$ cat src/rtl/pclfc_regs.vh
`ifndef PCLFC_REGS_VH
`define PCLFC_REGS_VH
// Fault counter width and terminal stage
`define PCLFC_FAULT_W      14
`define PCLFC_FAULT_TOP    13
// Hiccup counter width and default limit
`define PCLFC_HICCUP_W     4
`define PCLFC_HICCUP_LIMIT 4'h8
// Reset values
`define PCLFC_LATCH_RST    1'b0
`define PCLFC_STEER_RST    1'b0
`endif

$ cat src/rtl/pclfc_top.v
// How it works
// - Either overcurrent input sets limit latch
// - Oscillator clock pulse clears limit latch
// - Latch gives true and inverted outputs
// - At most one pulse per period
// - Output needs modulator high and limit latch low
// - Pulse passes directly; falling edge locks
// - Remember driver of last pulse
// - First new pulse goes other driver
// - 14-bit counter counts terminating events
// - Both phases feed one count
// - Top stage high after 8192 events
// - Top stage drives soft-start discharge
// - Optional hiccup counter latches shutdown
`timescale 1ns/100ps
`include "pclfc_regs.vh"
module pclfc_top #(
  parameter FAULT_W     = `PCLFC_FAULT_W,
  parameter HICCUP_W    = `PCLFC_HICCUP_W,
  parameter HICCUP_EN   = 1,
  parameter [HICCUP_W-1:0] HICCUP_LIMIT = `PCLFC_HICCUP_LIMIT
) (
  input  wire         clk_i,
  input  wire         nrst_i,
  input  wire         oc_diff_i,
  input  wire         oc_gnd_i,
  input  wire         osc_pulse_i,
  input  wire         pwm_pulse_i,
  input  wire         fault_clr_i,
  input  wire         manual_rst_i,
  output wire         drv_a_o,
  output wire         drv_b_o,
  output wire         limit_o,
  output wire         limit_n_o,
  output wire         ss_discharge_o,
  output wire         shutdown_o,
  output wire [FAULT_W-1:0] fault_count_o
);
  // All pin inputs except nrst_i cross into clk_i first
  wire [5:0] s;
  pclfc_sync #(.W(6)) u_sync (
    .clk_i  (clk_i),
    .nrst_i (nrst_i),
    .d_i    ({manual_rst_i, fault_clr_i, pwm_pulse_i, osc_pulse_i, oc_gnd_i, oc_diff_i}),
    .q_o    (s)
  );
  wire oc_s   = s[0] | s[1];
  wire osc_s  = s[2];
  wire pwm_s  = s[3];
  wire clr_s  = s[4];
  wire mrst_s = s[5];

  reg               limit_ff;
  reg               lock_ff;
  reg               pwm_d_ff;
  reg               osc_d_ff;
  reg               last_b_ff;
  reg               out_ff;
  reg               clr_d_ff;
  reg [FAULT_W-1:0] fault_ff;
  reg [HICCUP_W-1:0] hic_ff;
  reg               shut_ff;
  reg               drv_a_ff;
  reg               drv_b_ff;

  wire osc_rise  = osc_s & ~osc_d_ff;
  wire pwm_fall  = pwm_d_ff & ~pwm_s;
  wire top_bit   = fault_ff[FAULT_W-1];
  wire sat       = top_bit;
  // Terminating event: limit newly set while a pulse is live
  wire term_evt  = oc_s & ~limit_ff & pwm_s & ~lock_ff & ~osc_rise;
  // gate: modulator high and limit path low
  wire nxt_out   = pwm_s & ~limit_ff & ~oc_s & ~lock_ff & ~shut_ff & ~osc_rise;

  always @(posedge clk_i or negedge nrst_i) begin
    if (!nrst_i) begin
      limit_ff  <= `PCLFC_LATCH_RST;
      lock_ff   <= 1'b0;
      pwm_d_ff  <= 1'b0;
      osc_d_ff  <= 1'b0;
      last_b_ff <= `PCLFC_STEER_RST;
      out_ff    <= 1'b0;
      clr_d_ff  <= 1'b0;
      drv_a_ff  <= 1'b0;
      drv_b_ff  <= 1'b0;
    end else begin
      pwm_d_ff <= pwm_s;
      osc_d_ff <= osc_s;
      clr_d_ff <= clr_s;
      // clear on oscillator pulse; set wins otherwise
      if (osc_rise)
        limit_ff <= 1'b0;
      else if (oc_s)
        limit_ff <= 1'b1;
      // lock after pulse end until next period
      if (osc_rise)
        lock_ff <= 1'b0;
      else if (pwm_fall || (out_ff && !nxt_out))
        lock_ff <= 1'b1;
      out_ff <= nxt_out;
      // toggle steering at each pulse start only
      if (nxt_out && !out_ff)
        last_b_ff <= ~last_b_ff;
      // First pulse after reset lands on driver A
      drv_a_ff <= nxt_out & (out_ff ? last_b_ff : ~last_b_ff);
      drv_b_ff <= nxt_out & (out_ff ? ~last_b_ff : last_b_ff);
    end
  end

  // Fault counter: clear has priority since it is the hiccup release
  always @(posedge clk_i or negedge nrst_i) begin
    if (!nrst_i) begin
      fault_ff <= {FAULT_W{1'b0}};
    end else if (clr_s) begin
      fault_ff <= {FAULT_W{1'b0}};
    end else if (term_evt && !sat) begin
      fault_ff <= fault_ff + {{(FAULT_W-1){1'b0}}, 1'b1};
    end
    // stop at 8192, top stage stays high
  end

  // Optional hiccup counter: counts clears that end a hiccup
  wire hic_evt = clr_s & ~clr_d_ff & top_bit;
  always @(posedge clk_i or negedge nrst_i) begin
    if (!nrst_i) begin
      hic_ff  <= {HICCUP_W{1'b0}};
      shut_ff <= 1'b0;
    end else if (mrst_s) begin
      hic_ff  <= {HICCUP_W{1'b0}};
      shut_ff <= 1'b0;
    end else if (HICCUP_EN != 0 && hic_evt && !shut_ff) begin
      // latch shutdown at the hiccup limit
      hic_ff  <= hic_ff + {{(HICCUP_W-1){1'b0}}, 1'b1};
      if (hic_ff + {{(HICCUP_W-1){1'b0}}, 1'b1} == HICCUP_LIMIT)
        shut_ff <= 1'b1;
    end
  end

  assign drv_a_o        = drv_a_ff;
  assign drv_b_o        = drv_b_ff;
  assign limit_o        = limit_ff;
  assign limit_n_o      = ~limit_ff;
  assign ss_discharge_o = top_bit | shut_ff;
  assign shutdown_o     = shut_ff;
  assign fault_count_o  = fault_ff;
endmodule // pclfc_top

$ cat src/rtl/pclfc_sync.v
`timescale 1ns/100ps
// Two-flop synchroniser, one per bit
module pclfc_sync #(
  parameter W = 1
) (
  input  wire         clk_i,
  input  wire         nrst_i,
  input  wire [W-1:0] d_i,
  output wire [W-1:0] q_o
);
  reg [W-1:0] meta_ff;
  reg [W-1:0] sync_ff;
  genvar g;
  generate
    for (g = 0; g < W; g = g + 1) begin : g_bit
      always @(posedge clk_i or negedge nrst_i) begin
        if (!nrst_i) begin
          meta_ff[g] <= 1'b0;
          sync_ff[g] <= 1'b0;
        end else begin
          meta_ff[g] <= d_i[g];
          sync_ff[g] <= meta_ff[g];
        end
      end
    end
  endgenerate
  assign q_o = sync_ff;
endmodule // pclfc_sync

$ cat config.mk
export PLATFORM = sky130hd
export DESIGN_NAME = pclfc_top
export DESIGN_NICKNAME = d
export VERILOG_FILES = /design/src/rtl/pclfc_top.v /design/src/rtl/pclfc_sync.v
export VERILOG_INCLUDE_DIRS = /design/src /design/src/rtl
export SDC_FILE = /design/constraint.sdc
export NUM_CORES = 1
export LEC_CHECK = 0
export ABC_CLOCK_PERIOD_IN_PS = 1400
export CAP_MARGIN = 20
export CORE_AREA = 4 4 59 61
export CTS_CLUSTER_DIAMETER = 80
export DETAILED_ROUTE_END_ITERATION = 8
export DIE_AREA = 0 0 63 65
export DONT_BUFFER_PORTS = 1
export PLACE_DENSITY = 0.72
export SYNTH_ARGS = -nofsm -noshare
export SYNTH_HDL_FRONTEND = slang
export SYNTH_SLANG_ARGS = --single-unit
$ cat constraint.sdc
create_clock -name clk_i -period 1.4 [get_ports clk_i]
set_input_delay 0.14 -clock clk_i [delete_from_list [all_inputs] [get_ports clk_i]]
set_output_delay 0.14 -clock clk_i [all_outputs]
set_load 0.03 [all_outputs]
# After elaboration in Yosys (flattened, before gate mapping)
# Cells that the tools add are included.
# totals
reg_bits	40
out_inout_bits	20
inputBits	8
word_cells	81
# op_classes
n_reduce_logical	15
add_sub_neg	2
muxes	13
eq_ne	1
bitwise	26
# ops
cell	n
$mux W14	2
$and A1 B1 Y1	15
$add A14 B1 Y14 const B	1
$reduce_bool A2 Y1	5
$mux W1	9
$not A1 Y1	9
$mux W4	2
$add A4 B1 Y4 const B	1
$eq A4 B4 Y1 const B	1
$logic_and A1 B1 Y1	4
$logic_not A1 Y1	4
$or A1 B1 Y1	2
$reduce_and A2 Y1	1
$logic_or A1 B1 Y1	1

# Longest topological paths before layout
# logic_depth
ltp_word	11
mapped_depth	5
ltp_nobuf	5

# Modules after synthesis
# Synthesis repeated with hierarchy kept, for this count alone.
# unflattened
cells_unflattened	136
hier_area_um2	1610.3
# modules_own_cells
mod	cells_each	seq_area_each_um2	instances	area_per_inst_um2
pclfc_top	124	700.7	1	1310.0
pclfc_sync	12	300.3	1	300.3

# Least setup slack after synthesis
# No wires, ideal clock.
# synth_timing
path_type	flip-flop to flip-flop
from	register fault_ff[0], in the netlist fault_count_o[0]
to	register fault_ff[12], in the netlist fault_count_o[12]
t_required_ps	1322
n_path_buf	0
synth_period_minus_slack_ps	1748
path_slack_ps	-348
path_stages_with_launch	6
arrival_time_ps	1670
setup_ps	78
path_cell_list	dfrtp_1 ha_1 nand3_1 nand3b_1 or4_1 a21oi_1
# synth_via
elab_chain_cells	3
# synth_rtl
item	line	source
from (decl)	pclfc_top.v:60	reg [FAULT_W-1:0] fault_ff;
from (signal assigned)	pclfc_top.v:113	fault_ff <= {FAULT_W{1'b0}};
from (signal assigned)	pclfc_top.v:115	fault_ff <= {FAULT_W{1'b0}};
from (signal assigned)	pclfc_top.v:117	fault_ff <= fault_ff + {{(FAULT_W-1){1'b0}}, 1'b1};
$add A14 B1 Y14	pclfc_top.v:117	
$mux W14	pclfc_top.v:116	end else if (term_evt && !sat) begin
$mux W14	pclfc_top.v:114	end else if (clr_s) begin
# No other way between the ends. The select of a mux whose other input is x is not followed.
# A chain may end at the register's enable or synchronous reset.

# Final worst setup path
# layout_timing
from	register lock_ff
to	register fault_ff[13], in the netlist fault_count_o[13]
# layout_via
elab_chain_cells	5
# layout_rtl
item	line	source
from (decl)	pclfc_top.v:54	reg lock_ff;
from (signal assigned)	pclfc_top.v:78	lock_ff <= 1'b0;
from (signal assigned)	pclfc_top.v:97	lock_ff <= 1'b0;
from (signal assigned)	pclfc_top.v:99	lock_ff <= 1'b1;
$not A1 Y1	pclfc_top.v:71	wire term_evt = oc_s & ~limit_ff & pwm_s & ~lock_ff & ~osc_rise;
$and A1 B1 Y1 (2 in a row)	pclfc_top.v:71	
$logic_and A1 B1 Y1	pclfc_top.v:116	
$reduce_bool A2 Y1 (no source line)	--	
# No other way between the ends.

==> impl_results.md <==
- Cell taking the most area after synthesis: dfrtp_1
- Finished Cell Area: 2290 um2
- Tmin final: 1.53 ns
- Commonest non-fill, non-tap cell in the layout: buf_4
- First-pass GRT wire length: 5770 um
- Final setup margin: -0.132 ns
- Core area: 2980 um2
- I/O Buffers: 0
- Most frequent cells in the layout: 33 x buf_4, 27 x dfrtp_1, 13 x dfrtp_2
- CP max-delay cell: or4_4
- Final HPWL DP: 2240 um
- I/O pins: 28
- R2r worst-path depth: 4
- Vias in the first global route: 1262
- Area grow syn2layout: 43.3%
- Slowest stage delay, CP: 0.55 ns
- Clock Path Buffers: 2
- Clock sinks: 40
- Cells after Synth: 136
- Seq/Total Area, Yosys: 62.5%
- H-Tree Depth: 2
- DIE WIDTH: 63 um
- Largest net degree at the start of global routing: 41
- WL/cell: 15.0 um
- Final setup fails: 15
- Post-route DRC violation count: 0
- Synth top area share: 62.5%
- Leak: 0.981 nW
- DIE HEIGHT: 65 um
- Crit share post-route: 109%
- Yosys Warn Count: 0
- Max Clock Skew: 0.00707 ns
- Initial Util: 53.8%
- Reg2reg end: fault_count_o[13]
- CP Capture Point: fault_count_o[13]
- Violated checks: negative setup slack
- Max Cap Viol: 0
- Die area: 4100 um2
- CTS Root Cell: clkbuf_4
- Rel. slew slack: 73.9%
- RSZ-0062 raised after global routing: yes
- Layout cells sized above 1: 46.9%
- Worst r2r src: lock_ff
- DR iter-0 viols: 50
- Status: finished, violations left
- Syn_area_per_cell: 11.8 um2
- RePlAce Congestion: 0.818
- CTS tree: built
- #FFs+latches synth: 40
- Setup TNS: -1.20 ns
- Fin. Hold Viols: 0
- CP startpoint kind: flop
- Pre-CTS setup slack: -0.138 ns
- Via count: 1255
- Placed cell count: 198
- Synth unique cells: 33
- Crit path launch: lock_ff
- Total power draw: 2.18 mW
- Crit-path cells: and2b_2 > o2111ai_4 > or4_4 > a21oi_2
- CP required: 1.69 ns
- Slew Limit Fails: 0
- First-pass iteration count of the detailed router: 4
- Final ANT Viol Nets: 0
- Peak Freq: 653 MHz
- CP Max Fanout: 7
- Most used DFF post-synth: dfrtp_1
- Post-synth ARST share: 100%
- Worst vdd ir: 746 uV
- Antenna diodes: 0
- Setup CP Type: flop to flop
- Vias per cell: 5.58
- Non-Filler Instances: 225
- Grt total ovfl: 0
- Post-Syn Area: 1600 um2
- Worst skew pair latency: 0.36 ns
- Drt total wl: 3360 um
- PwrDens: 948 nW/um2
- Register-to-register setup slack: -0.13 ns
- Worst EP arrival: 1.83 ns
- Worst hold path type: primary input to async pin
- Syn nets: 146
- Ranking of synthesized cells by area: dfrtp_1 63%, a21oi_1 3.8%, or4_1 3.3%
- CTS Buf Count: 5
- GRT Total Usage: 18.5%
- Nets: 201
- Initial antenna violation count: 0
- Placed inst area: 1930 um2
- Post-synth EDFFs: 0
- Rows: 20
- Slew @ Worst Pin: 0.390 ns
- Reg clk slew, reported paths: 0.12 ns
- CP Capture Type: flop
-- Yosys cell counts, drive strengths merged, types with 4 or more instances --
cell and number:
a21oi 12, dfrtp 40, xor2 5, or3 5
o31ai 6, inv 8, nand3 4, or4 7
nor2 12, o21ai 5, nand2 6
-- layer usage --
| metal | share of wire, % | vias to the layer above | GRT usage (%) |
|---|---|---|---|
| li1 | - | 599 | - |
| met4 | 1.7 | 0 | 7.44 |
| met1 | 40 | 619 | 20.7 |
| met2 | 53 | 31 | 32.5 |
| met3 | 5.0 | 6 | 6.24 |
| met5 | 0 | - | 0 |
-- metrics by stage --
| step | hold WS (ns) | utilization (%) |
|---|---|---|
| after floorplan | -0.156 | - |
| after global placement | -0.154 | 64.7 |
| after global routing | 0.213 | 77.1 |
| after detailed placement | -0.154 | 64.7 |
| after CTS | 0.233 | 74.3 |
| final | 0.230 | 77.1 |
-- critical path, delay by kind of cell, from the launching register on --
kind / cells / cell delay, ns
compound gates: 2 / 0.29
flops: 1 / 0.39
simple gates: 2 / 0.80
-- how the worst min path moves through the flow --
stage,slack (ns),to,cells after the start,from
after detailed placement,-0.15,fault_count_o[5],0,nrst_i
after CTS,0.23,fault_count_o[8],2,nrst_i
after global routing,0.21,shutdown_o,2,nrst_i
after global placement,-0.15,fault_count_o[4],0,nrst_i
after floorplan,-0.16,clr_d_ff,0,nrst_i
final,0.23,shutdown_o,2,nrst_i
-- flip-flops by register name, indices dropped and copies added (netlist names) --
register        flops
fault_count_o      14
out_ff              1
lock_ff             1
u_sync.meta_ff      6
osc_d_ff            1
last_b_ff           1
shutdown_o          1
hic_ff              4
u_sync.q_o          6
drv_a_o             1
clr_d_ff            1
limit_o             1
pwm_d_ff            1
drv_b_o             1
-- logic make-up after synthesis --
family                   share of synthesized area [%]
AO/OA/AOI/OAI                                     11.3
XOR/XNOR                                          3.83
adder cells (fa/ha/maj)                           1.56
buffers and inverters                             2.42
flip-flops                                        62.5
multiplexers                                      1.25
AND/OR/NAND/NOR                                   17.1
-- repair_timing --
action / in CTS / in global routing
setup buffers: 8 / 2
pin swaps: 15 / 15
hold buffers: 8 / 0
setup endpoints to repair: 18 / 21
hold endpoints to repair: 46 / 0
gates resized for setup: 12 / 14
cloned: 0 / 1
-- power breakdown --
group,leakage (nW),switching (mW),internal [mW],total [mW]
registers,0.496,0.0347,1.20,1.23
clock network,0.0418,0.387,0.381,0.768
logic,0.443,0.0875,0.0857,0.173
total,0.981,0.509,1.67,2.18
-- area by class of cell --
type,instances,area [um2]
Sequential cell,40,1020
Clock buffer,5,37.5
Inverter,8,33.8
Fill cell,189,683
Tap cell,33,41.3
Timing Repair Buffer,50,433
Multi-Input combinational cell,86,686
Clock inverter,3,46.3
Power figures use the tool's default switching activity.
